`src/core/ifsb_consts.vh`:
```
// constants for the interrupt flag status bank
`ifndef IFSB_CONSTS_VH
`define IFSB_CONSTS_VH

// ==========================================================
// register byte offsets
`define IFSB_OFS_GROUP1 8'h00
`define IFSB_OFS_GROUP2 8'h04
`define IFSB_OFS_GROUP3 8'h08
`define IFSB_OFS_GROUP4 8'h0C
`define IFSB_OFS_IRQ_STAT 8'h10
`define IFSB_OFS_IRQ_MASK 8'h14
`define IFSB_OFS_VARIANT 8'h18

// ==========================================================
// implemented bit masks per flag group
`define IFSB_IMPL_GROUP1 16'h0007
`define IFSB_IMPL_GROUP2 16'h601F
`define IFSB_IMPL_GROUP3 16'h7800
`define IFSB_IMPL_GROUP4 16'hC07E

// ==========================================================
// field positions, group 1
`define IFSB_G1_COMPARATOR 2
`define IFSB_G1_I2C_MASTER 1
`define IFSB_G1_I2C_SLAVE 0
// field positions, group 2
`define IFSB_G2_DMA_CH4 14
`define IFSB_G2_HOST_PORT 13
`define IFSB_G2_DMA_CH3 4
`define IFSB_G2_CAN_EVENT 3
`define IFSB_G2_CAN_RX 2
`define IFSB_G2_SPI2_EVENT 1
`define IFSB_G2_SPI2_ERROR 0
// field positions, group 3
`define IFSB_G3_CALENDAR 14
`define IFSB_G3_DMA_CH5 13
`define IFSB_G3_CODEC_EVENT 12
`define IFSB_G3_CODEC_ERROR 11
// field positions, group 4
`define IFSB_G4_DAC_LEFT 15
`define IFSB_G4_DAC_RIGHT 14
`define IFSB_G4_CAN_TX 6
`define IFSB_G4_DMA_CH7 5
`define IFSB_G4_DMA_CH6 4
`define IFSB_G4_CHECKSUM 3
`define IFSB_G4_UART2_ERROR 2
`define IFSB_G4_UART1_ERROR 1

// ==========================================================
// reset values
`define IFSB_RST_FLAGS 16'h0000
`define IFSB_RST_IRQ 4'h0
`define IFSB_RST_RDATA 32'h00000000

`endif

```
`src/core/ifsb_flag_reg.v`:
```
// one 16-bit interrupt flag register with sticky event set
`timescale 1ns/1ps
`include "ifsb_consts.vh"
module ifsb_flag_reg #(
  parameter [15:0] IMPL_MASK = 16'hFFFF
) (
  input wire ref_clk,
  input wire rst_n,
  input wire ce,
  input wire wr_en,
  input wire [15:0] wr_data,
  input wire [15:0] event_in,
  output wire [15:0] flags,
  output wire [15:0] nxt_flags,
  output wire new_set
);

  reg [15:0] flags_ff;

  // ==========================================================
  // next value: software write, then event set on top
  // unimplemented positions forced to zero on every path
  assign nxt_flags = ((wr_en ? wr_data : flags_ff) | event_in) & IMPL_MASK;
  assign new_set = |(event_in & IMPL_MASK);
  assign flags = flags_ff;

  // ==========================================================
  // storage
  always @(posedge ref_clk) begin
    if (!rst_n) begin
      flags_ff <= `IFSB_RST_FLAGS;
    end else if (ce) begin
      flags_ff <= nxt_flags;
    end
  end

endmodule

```
`src/core/ifsb_bank.v`:
```
// interrupt flag status bank with AHB-Lite register slave
// Operation
// - flag reads 1 after its request occurred
// - flags read/write by software, reset zero
// - unimplemented bits ignore writes, read zero
// - group1: comparator bit2, i2c master/slave 1/0
// - group2: dma4 bit14, host port bit13
// - group2 low: dma3, can, can rx, spi2
// - group3: calendar, dma5, codec event, codec error
// - group4: dac left bit15, right bit14
// - group4 low: can tx, dma7/6, crc, uarts
// - no can controller: can sources never raise
// - no audio dac: dac sources never raise
//
// Our own choices: the AHB-Lite slave port and the address map.
`timescale 1ns/1ps
`include "ifsb_consts.vh"
module ifsb_bank #(
  parameter HAS_CAN = 1,
  parameter HAS_DAC = 1
) (
  input wire ref_clk,
  input wire rst_n,
  input wire ce,
  // ahb-lite slave
  input wire hsel,
  input wire [31:0] haddr,
  input wire [1:0] htrans,
  input wire hwrite,
  input wire [2:0] hsize,
  input wire [31:0] hwdata,
  input wire hready,
  output wire hreadyout,
  output wire hresp,
  output wire [31:0] hrdata,
  output wire irq,
  // event pulses from peripherals, same clock
  input wire comparator_event,
  input wire i2c_master_event,
  input wire i2c_slave_event,
  input wire dma_ch4_done,
  input wire parallel_host_port_event,
  input wire dma_ch3_done,
  input wire can_event,
  input wire can_rx_ready,
  input wire second_spi_event,
  input wire second_spi_error,
  input wire calendar_clock_event,
  input wire dma_ch5_done,
  input wire codec_serial_event,
  input wire codec_serial_error,
  input wire audio_dac_left_event,
  input wire audio_dac_right_event,
  input wire can_tx_request,
  input wire dma_ch7_done,
  input wire dma_ch6_done,
  input wire checksum_generator_event,
  input wire second_uart_error,
  input wire first_uart_error,
  // flag register contents for the priority logic
  output wire [15:0] irq_flags_group1,
  output wire [15:0] irq_flags_group2,
  output wire [15:0] irq_flags_group3,
  output wire [15:0] irq_flags_group4
);

  localparam [0:0] CAN_ON = (HAS_CAN != 0) ? 1'b1 : 1'b0;
  localparam [0:0] DAC_ON = (HAS_DAC != 0) ? 1'b1 : 1'b0;

  // ==========================================================
  // variant gating of sources
  // tied off by parameter so absent peripherals never raise a flag
  wire can_ev_g;
  wire can_rx_g;
  wire can_tx_g;
  wire dac_l_g;
  wire dac_r_g;

  assign can_ev_g = can_event & CAN_ON;
  assign can_rx_g = can_rx_ready & CAN_ON;
  assign can_tx_g = can_tx_request & CAN_ON;
  assign dac_l_g = audio_dac_left_event & DAC_ON;
  assign dac_r_g = audio_dac_right_event & DAC_ON;

  // ==========================================================
  // variant readback: which gated source families are present
  wire [1:0] variant_bits;

  assign variant_bits = {DAC_ON, CAN_ON};

  // ==========================================================
  // event vectors placed at their flag positions
  // unlisted positions stay zero; the flag registers mask them again
  reg [15:0] ev_g1;
  reg [15:0] ev_g2;
  reg [15:0] ev_g3;
  reg [15:0] ev_g4;

  always @* begin
    ev_g1 = 16'h0000;
    ev_g1[`IFSB_G1_COMPARATOR] = comparator_event;
    ev_g1[`IFSB_G1_I2C_MASTER] = i2c_master_event;
    ev_g1[`IFSB_G1_I2C_SLAVE] = i2c_slave_event;
    ev_g2 = 16'h0000;
    ev_g2[`IFSB_G2_DMA_CH4] = dma_ch4_done;
    ev_g2[`IFSB_G2_HOST_PORT] = parallel_host_port_event;
    ev_g2[`IFSB_G2_DMA_CH3] = dma_ch3_done;
    ev_g2[`IFSB_G2_CAN_EVENT] = can_ev_g;
    ev_g2[`IFSB_G2_CAN_RX] = can_rx_g;
    ev_g2[`IFSB_G2_SPI2_EVENT] = second_spi_event;
    ev_g2[`IFSB_G2_SPI2_ERROR] = second_spi_error;
    ev_g3 = 16'h0000;
    ev_g3[`IFSB_G3_CALENDAR] = calendar_clock_event;
    ev_g3[`IFSB_G3_DMA_CH5] = dma_ch5_done;
    ev_g3[`IFSB_G3_CODEC_EVENT] = codec_serial_event;
    ev_g3[`IFSB_G3_CODEC_ERROR] = codec_serial_error;
    ev_g4 = 16'h0000;
    ev_g4[`IFSB_G4_DAC_LEFT] = dac_l_g;
    ev_g4[`IFSB_G4_DAC_RIGHT] = dac_r_g;
    ev_g4[`IFSB_G4_CAN_TX] = can_tx_g;
    ev_g4[`IFSB_G4_DMA_CH7] = dma_ch7_done;
    ev_g4[`IFSB_G4_DMA_CH6] = dma_ch6_done;
    ev_g4[`IFSB_G4_CHECKSUM] = checksum_generator_event;
    ev_g4[`IFSB_G4_UART2_ERROR] = second_uart_error;
    ev_g4[`IFSB_G4_UART1_ERROR] = first_uart_error;
  end

  // ==========================================================
  // ahb-lite address phase capture
  reg wr_pend_ff;
  reg [7:0] wr_addr_ff;
  reg [31:0] hrdata_ff;
  reg hreadyout_ff;
  reg hresp_ff;
  wire acc;
  wire rd_acc;
  wire wr_acc;
  wire addr_hi;

  // hsize and htrans[0] are not decoded: single whole-word transfers only
  assign acc = hsel & hready & htrans[1];
  assign addr_hi = |haddr[31:8];
  assign rd_acc = acc & ~hwrite;
  assign wr_acc = acc & hwrite;

  // ==========================================================
  // write strobes in the data phase
  wire wr_g1;
  wire wr_g2;
  wire wr_g3;
  wire wr_g4;
  wire wr_stat;
  wire wr_mask;

  assign wr_g1 = wr_pend_ff & (wr_addr_ff == `IFSB_OFS_GROUP1);
  assign wr_g2 = wr_pend_ff & (wr_addr_ff == `IFSB_OFS_GROUP2);
  assign wr_g3 = wr_pend_ff & (wr_addr_ff == `IFSB_OFS_GROUP3);
  assign wr_g4 = wr_pend_ff & (wr_addr_ff == `IFSB_OFS_GROUP4);
  assign wr_stat = wr_pend_ff & (wr_addr_ff == `IFSB_OFS_IRQ_STAT);
  assign wr_mask = wr_pend_ff & (wr_addr_ff == `IFSB_OFS_IRQ_MASK);

  // ==========================================================
  // the four flag registers
  // only the low half word of hwdata reaches the flags
  wire [15:0] fl_g1;
  wire [15:0] fl_g2;
  wire [15:0] fl_g3;
  wire [15:0] fl_g4;
  wire [15:0] nx_g1;
  wire [15:0] nx_g2;
  wire [15:0] nx_g3;
  wire [15:0] nx_g4;
  wire [3:0] grp_set;

  ifsb_flag_reg #(.IMPL_MASK(`IFSB_IMPL_GROUP1)) u_group1 (
    .ref_clk(ref_clk),
    .rst_n(rst_n),
    .ce(ce),
    .wr_en(wr_g1),
    .wr_data(hwdata[15:0]),
    .event_in(ev_g1),
    .flags(fl_g1),
    .nxt_flags(nx_g1),
    .new_set(grp_set[0])
  );

  ifsb_flag_reg #(.IMPL_MASK(`IFSB_IMPL_GROUP2)) u_group2 (
    .ref_clk(ref_clk),
    .rst_n(rst_n),
    .ce(ce),
    .wr_en(wr_g2),
    .wr_data(hwdata[15:0]),
    .event_in(ev_g2),
    .flags(fl_g2),
    .nxt_flags(nx_g2),
    .new_set(grp_set[1])
  );

  ifsb_flag_reg #(.IMPL_MASK(`IFSB_IMPL_GROUP3)) u_group3 (
    .ref_clk(ref_clk),
    .rst_n(rst_n),
    .ce(ce),
    .wr_en(wr_g3),
    .wr_data(hwdata[15:0]),
    .event_in(ev_g3),
    .flags(fl_g3),
    .nxt_flags(nx_g3),
    .new_set(grp_set[2])
  );

  ifsb_flag_reg #(.IMPL_MASK(`IFSB_IMPL_GROUP4)) u_group4 (
    .ref_clk(ref_clk),
    .rst_n(rst_n),
    .ce(ce),
    .wr_en(wr_g4),
    .wr_data(hwdata[15:0]),
    .event_in(ev_g4),
    .flags(fl_g4),
    .nxt_flags(nx_g4),
    .new_set(grp_set[3])
  );

  assign irq_flags_group1 = fl_g1;
  assign irq_flags_group2 = fl_g2;
  assign irq_flags_group3 = fl_g3;
  assign irq_flags_group4 = fl_g4;

  // ==========================================================
  // interrupt status (write one to clear) and mask
  reg [3:0] irq_stat_ff;
  reg [3:0] irq_mask_ff;
  reg irq_ff;
  wire [3:0] stat_clr;
  wire [3:0] nxt_irq_stat;
  wire [3:0] nxt_irq_mask;
  wire nxt_irq;

  // a new event in the clearing cycle keeps its bit set
  assign stat_clr = wr_stat ? hwdata[3:0] : 4'h0;
  assign nxt_irq_stat = (irq_stat_ff & ~stat_clr) | grp_set;
  assign nxt_irq_mask = wr_mask ? hwdata[3:0] : irq_mask_ff;
  // level output, one cycle behind status and mask
  assign nxt_irq = |(irq_stat_ff & irq_mask_ff);

  always @(posedge ref_clk) begin
    if (!rst_n) begin
      irq_stat_ff <= `IFSB_RST_IRQ;
      irq_mask_ff <= `IFSB_RST_IRQ;
      irq_ff <= 1'b0;
    end else if (ce) begin
      irq_stat_ff <= nxt_irq_stat;
      irq_mask_ff <= nxt_irq_mask;
      irq_ff <= nxt_irq;
    end
  end

  // ==========================================================
  // read mux on next values so a read right after a write sees it
  reg [31:0] nxt_rdata;

  always @* begin
    case (haddr[7:0])
      `IFSB_OFS_GROUP1: nxt_rdata = {16'h0000, nx_g1};
      `IFSB_OFS_GROUP2: nxt_rdata = {16'h0000, nx_g2};
      `IFSB_OFS_GROUP3: nxt_rdata = {16'h0000, nx_g3};
      `IFSB_OFS_GROUP4: nxt_rdata = {16'h0000, nx_g4};
      `IFSB_OFS_IRQ_STAT: nxt_rdata = {28'h0000000, nxt_irq_stat};
      `IFSB_OFS_IRQ_MASK: nxt_rdata = {28'h0000000, nxt_irq_mask};
      `IFSB_OFS_VARIANT: nxt_rdata = {30'h0, variant_bits};
      default: nxt_rdata = `IFSB_RST_RDATA;
    endcase
    // nothing is mapped above the decoded byte range
    if (addr_hi) begin
      nxt_rdata = `IFSB_RST_RDATA;
    end
  end

  // ==========================================================
  // bus state
  // zero wait states: hreadyout and hresp hold their reset values
  always @(posedge ref_clk) begin
    if (!rst_n) begin
      wr_pend_ff <= 1'b0;
      wr_addr_ff <= 8'h00;
      hrdata_ff <= `IFSB_RST_RDATA;
      hreadyout_ff <= 1'b1;
      hresp_ff <= 1'b0;
    end else if (ce) begin
      wr_pend_ff <= wr_acc & ~addr_hi;
      if (wr_acc) begin
        wr_addr_ff <= haddr[7:0];
      end
      if (rd_acc) begin
        hrdata_ff <= nxt_rdata;
      end
      hreadyout_ff <= 1'b1;
      hresp_ff <= 1'b0;
    end
  end

  assign hreadyout = hreadyout_ff;
  assign hresp = hresp_ff;
  assign hrdata = hrdata_ff;
  assign irq = irq_ff;

endmodule

```
`config.mk`:
```
export PLATFORM = sky130hd
export DESIGN_NAME = ifsb_bank
export DESIGN_NICKNAME = d
export VERILOG_FILES = /design/src/core/ifsb_flag_reg.v /design/src/core/ifsb_bank.v
export VERILOG_INCLUDE_DIRS = /design/src /design/src/core
export SDC_FILE = /design/constraint.sdc
export NUM_CORES = 1
export LEC_CHECK = 0
export BUFFER_PORTS_ARGS = -buffer_cell sky130_fd_sc_hd__buf_2
export CAP_MARGIN = 20
export CORE_MARGIN = 2
export CORE_UTILIZATION = 45
export DETAILED_ROUTE_END_ITERATION = 10
export PLACE_DENSITY = 0.82
export SKIP_LAST_GASP = 1
export SLEW_MARGIN = 40
export SYNTH_ARGS = -nofsm -noshare
export SYNTH_HDL_FRONTEND = slang
export SYNTH_SLANG_ARGS = --single-unit
```
`constraint.sdc`:
```
create_clock -name ref_clk -period 2.5 [get_ports ref_clk]
set_clock_uncertainty 0.15 [all_clocks]
set_input_delay 0 -clock ref_clk [delete_from_list [all_inputs] [get_ports ref_clk]]
set_output_delay 0 -clock ref_clk [all_outputs]
set_load 0.02 [all_outputs]
```
# ---- Word-level counts from Yosys, hierarchy flattened
# Cells that the tools add are included.
dict set report classes {
  n_bitwise 21
  eq_ne 11
  n_reduce_logical 10
  mux 8
}
# operator count
set op_table {}
lappend op_table {{$pmux 16 s7} 1}
lappend op_table {{$eq 8x5->1 const B} 5}
lappend op_table {{$eq 8x4->1 const B} 4}
lappend op_table {{$mux 32} 1}
lappend op_table {{$mux 15} 2}
lappend op_table {{$or 15x15->15} 2}
lappend op_table {{$reduce_or 24->1} 1}
lappend op_table {{$eq 8x3->1 const B} 2}
lappend op_table {{$logic_not 8->1} 2}
lappend op_table {{$mux 16} 1}
lappend op_table {{$or 16x16->16} 1}
lappend op_table {{$and 1x1->1} 11}
lappend op_table {{$and 4x4->4} 2}
lappend op_table {{$mux 4} 2}
lappend op_table {{$reduce_or 4->1} 2}
lappend op_table {{$reduce_or 8->1} 1}
lappend op_table {{$reduce_or 7->1} 1}
lappend op_table {{$not 4->4} 1}
lappend op_table {{$or 4x4->4} 1}
lappend op_table {{$reduce_and 2->1} 2}
lappend op_table {{$mux 3} 1}
lappend op_table {{$or 3x3->3} 1}
lappend op_table {{$reduce_or 3->1} 1}
lappend op_table {{$not 1->1} 2}
dict set report word_totals {
  output_inout_bits 99
  regBits 72
  input_bits 97
  word_cells 60
}

# ---- Longest topological paths before layout
dict set report logic_depth {
  word_depth 8
  mapped_depth 7
}

# ---- Cells and area by module
# Synthesis repeated with hierarchy kept, for this count alone.
dict set report hier_totals {
  cells_unflattened 507
  hier_area_um2 4162.7
}
# module cells_per_inst area_per_inst_um2 n_inst
set modules_own_cells {}
lappend modules_own_cells {ifsb_bank 272 2234.6 1}
lappend modules_own_cells {{ifsb_flag_reg at u_group4} 70 560.5 1}
lappend modules_own_cells {{ifsb_flag_reg at u_group2} 65 515.5 1}
lappend modules_own_cells {{ifsb_flag_reg at u_group3} 52 451.7 1}
lappend modules_own_cells {{ifsb_flag_reg at u_group1} 48 400.4 1}

# ---- Least setup slack after synthesis
# Ideal clock, no wire load.
dict set report synth_timing {
  path_type {reg2reg}
  start {register wr_addr_ff[7]}
  end {register hrdata_ff[13] (netlist: hrdata[13])}
  synth_period_minus_slack_ps 2240
  stages_incl_launch_ff 8
  slack_ps 260
  t_arrival_ps 1957
  setup_time_ps 133
  cell_sequence {dfxtp_1 > or4b_1 > buf_6 > nor3_2 > buf_4 > mux2_1 > o211ai_1 > a31oi_1}
}
dict set report synth_via {
  elab_chain_len 6
}
# item line
set synth_lines {}
lappend synth_lines {{start: declaration} ifsb_bank.v:131} ;# reg [7:0] wr_addr_ff;
lappend synth_lines {{start signal: assignment} ifsb_bank.v:291} ;# wr_addr_ff <= haddr[7:0];
lappend synth_lines {{$eq 8x4->1 (no source line) / $eq 8x3->1 (equally long branches)} n/a}
lappend synth_lines {{$and 1x1->1, on equally long branches} {ifsb_bank.v:157, ifsb_bank.v:156}}
lappend synth_lines {{$mux 15} ifsb_flag_reg.v:23} ;# assign nxt_flags = ((wr_en ? wr_data : flags_ff) | event_in) & IMPL_MASK;
lappend synth_lines {{$or 15x15->15} ifsb_flag_reg.v:23}
lappend synth_lines {{$pmux 16 s7 (*)} ifsb_bank.v:262} ;# case (haddr[7:0])
lappend synth_lines {{$mux 32 (*)} ifsb_bank.v:273} ;# if (addr_hi) begin
lappend synth_lines {{end signal: assignment} ifsb_bank.v:285} ;# hrdata_ff <= `IFSB_RST_RDATA;
lappend synth_lines {{end signal: assignment} ifsb_bank.v:294} ;# hrdata_ff <= nxt_rdata;
lappend synth_lines {{end: declaration} ifsb_bank.v:132} ;# reg [31:0] hrdata_ff;
# Mark *: on every way between the ends. The rest lies on a longest branch, timed or not.
# A chain may end at the register's enable or synchronous reset.

# ---- Worst setup path in the final report
dict set report layout_timing {
  start {register wr_addr_ff[7]}
  end {register hrdata_ff[2] (netlist: hrdata[2])}
}
dict set report layout_via {
  elab_chain_len 8
}
# item line
set layout_lines {}
lappend layout_lines {{$eq 8x5->1 (no source line)} n/a}
lappend layout_lines {{$and 1x1->1} ifsb_bank.v:159} ;# assign wr_stat = wr_pend_ff & (wr_addr_ff == `IFSB_OFS_IRQ_STAT);
lappend layout_lines {{$mux 4} ifsb_bank.v:239} ;# assign stat_clr = wr_stat ? hwdata[3:0] : 4'h0;
lappend layout_lines {{$not 4->4} ifsb_bank.v:240} ;# assign nxt_irq_stat = (irq_stat_ff & ~stat_clr) | grp_set;
lappend layout_lines {{$and 4x4->4} ifsb_bank.v:240}
lappend layout_lines {{$or 4x4->4} ifsb_bank.v:240}
lappend layout_lines {{$pmux 16 s7 (*)} ifsb_bank.v:262}
lappend layout_lines {{$mux 32 (*)} ifsb_bank.v:273}
# Marks and branches as above.

==> results.toml <==
[status]
run_status = "finished, violations left"
violations = "hold timing"

[sta]
rsz0062_at_grt = "no"
finalSetupViolCount = 0
worstMarginPinSlew_ps = 654
finalCriticalPeriod_ps = 2320
finalHoldViolations = 1
holdWs_ps = -5.51
slew_headroom_pct = 56.4
setup_slack_ps = 183
slew_violations = 0
fin_crit_sh_pct = 92.7
fmax_mhz = 432
finalSetupTns_ps = 0

[placement]
place_hpwl_um = 7980
port_buffers = 107
place_ws_ps = 84.0
place.gp.congestion = 0.919

[clock_tree]
clock_latency_ps = 320
cts_tree = "done"
postCtsSetupBuffers = 0
clockBufferDepth = 2
cts.sink_count = 52
clkTransAtPathRegs_ps = 100
numCtsBuffers = 5
cts-root-buf = "clkbuf_8"
h-tree-depth = 2

[power_and_ir_drop]
swShare_pct = 32.4
p_per_area_mw_per_mm2 = 420
clkPwrFrac_pct = 28.4
switchingPower_uw = 596
internal-power_mw = 1.25
p_comb_share_pct = 23.4
p_leak_nw = 2.01
ir_drop_mv = 0.215
pwr-share-seq_pct = 48.2

[detailed_routing]
top_layer_used = "met4"
num_vias = 3767
ant_nets = 0
routedWlPerCell_um = 15.9
wl_met3_um = 1130
drtIter0Drc = 397
wirelength_um = 10800
drtPass1Iterations = 6
remaining_drc_errors = 0
drt-met1-wl_um = 4330
wl_met2_um = 4890
viasPerCell = 5.55

[synth]
yosys_warnings = 0
ys.flop_type = "dfxtp_1"
synthesis.area_mm2 = 0.00343
yosysUniqueCellTypes = 55
ys_seq_area_share_pct = 30.4
synth_edf_count = 0
async_reset_ff_share_pct = 0
netlist_instances = 430
ys_ff_latch = 52
synth_area_per_cell_um2 = 7.98

[finish]
fill_cells = 698
nets = 676
area_growth_syn_to_layout_pct = 27.9
register_area_mm2 = 0.00104
multi_input_area_mm2 = 0.00199
antenna_cells = 0
utilization_pct = 59.9
drive_gt1_share_pct = 25.7

[grt]
grt_pass1_vias = 3491
grt_max_degree = 45
grt_overflow = 0
grtUsageTotal_pct = 25.3
grt_pass1_wl_um = 17000
antenna_found_initial = 0

[critical_path]
startpoint_type = "flop"
max_stage_delay_ps = 620
critPathRequiredTime_ps = 2610
crit_type = "flop to flop"
crit_chain = "or4b_4, nor3_2, buf_4, a211oi_1, o22ai_1, o311a_1"
crit_path_max_fanout = 10
setup.worst_path.end_class = "flop"
cp.arrival_ps = 2420
slowest_stage = "or4b_4"

[die]
ioPinCount = 196
die_x_um = 91.3
rows = 31
start_util_pct = 46.8
die_area_mm2 = 0.00834
fp.coreArea_mm2 = 0.00733
die_y_um = 91.3

[worst_hold_path]
min_path_type = "input port to flop"

[flow_run]
max-cap-violations = 0
-- layout by cell type, fill, tap and decap left out, drive strengths merged, types with 18 or more instances in the layout --
cell and instances:
conb 64, buf 122, nor3 18, a21oi 26
o21ai 23, nor2 45, dfxtp 52, inv 19
dlygate4sd3 41, nand2 24
-- path summary, 6_finish.rpt --
path              cells past startpoint           endpoint  slack (ps)              start
setup / recovery                      6          hrdata[2]         180      wr_addr_ff[7]
hold / removal                        4         hrdata[12]          -6         hwdata[12]
setup reg to reg                      6          hrdata[2]         180      wr_addr_ff[7]
hold reg to reg                       2  u_group4.flags[2]         310  u_group4.flags[2]
-- state kept, by name, indices dropped and copies added (netlist names) --
register        count
hrdata             12
irq                 1
irq_mask_ff         4
irq_stat_ff         4
u_group1.flags      3
u_group2.flags      7
u_group3.flags      4
u_group4.flags      8
wr_addr_ff          8
wr_pend_ff          1
-- kinds of logic after synthesis --
family,synth area share [%]
and+or+nand+nor,22.6
buffers and inverters,18.6
AOI/OAI and AO/OA,21.4
muxes,6.86
DFF,30.4
other,0.219
-- through the flow --
| step | std cells | area, µm² | power, mW |
|---|---|---|---|
| floorplan | 492 | 3660 | 1.21 |
| global placement | 630 | 3880 | 1.27 |
| detailed placement | 630 | 3880 | 1.28 |
| CTS | 679 | 4380 | 1.82 |
| global route | 679 | 4390 | 1.91 |
| finish | 679 | 4390 | 1.84 |
-- critical path, delay by kind of cell (launching register included) --
family,cells,cell delay (ps)
buf+inv,1,240
flops,1,360
compound gates,3,550
simple gates,2,970
-- final cells by class --
type,instances,share of cell area (%)
Tap cell,99,2.82
Multi-Input combinational cell,338,45.3
Sequential cell,52,23.7
Clock inverter,1,0.171
Clock buffer,7,1.97
Inverter,19,1.63
Timing Repair Buffer,163,24.4
-- power groups by stage --
stage / sequential, mW / combinational [mW] / clock, mW
after floorplan: 0.933 / 0.273 / 0
after global placement: 0.904 / 0.366 / 0
after detailed placement: 0.905 / 0.372 / 0
after CTS: 0.886 / 0.422 / 0.516
after global routing: 0.892 / 0.463 / 0.559
final: 0.887 / 0.431 / 0.523
-- metal layers --
metal  up-vias  GRT usage, %
met3        42          3.40
met1      1712          33.8
li1       1747             -
met5         -             0
met2       266          40.7
met4         0          11.5
-- timing repair --
| action | in CTS | in global routing |
|---|---|---|
| hold endpoints to repair | 42 | 0 |
| hold buffers | 41 | 0 |
| resized for setup | 0 | 1 |
| setup endpoints to repair | 0 | 5 |
-- synthesized netlist by cell type, types with 11 or more instances --
cell | n | share of area (%)
nor2_1 | 45 | 4.9
nor3_1 | 14 | 2.0
clkbuf_1 | 12 | 1.3
o21ai_0 | 22 | 3.2
nand3_1 | 11 | 1.6
a21oi_1 | 26 | 3.8
buf_4 | 65 | 14
nor4_1 | 13 | 2.4
inv_1 | 19 | 2.1
nand2_1 | 24 | 2.6
dfxtp_1 | 52 | 30
(Power assumes the default switching activity.)
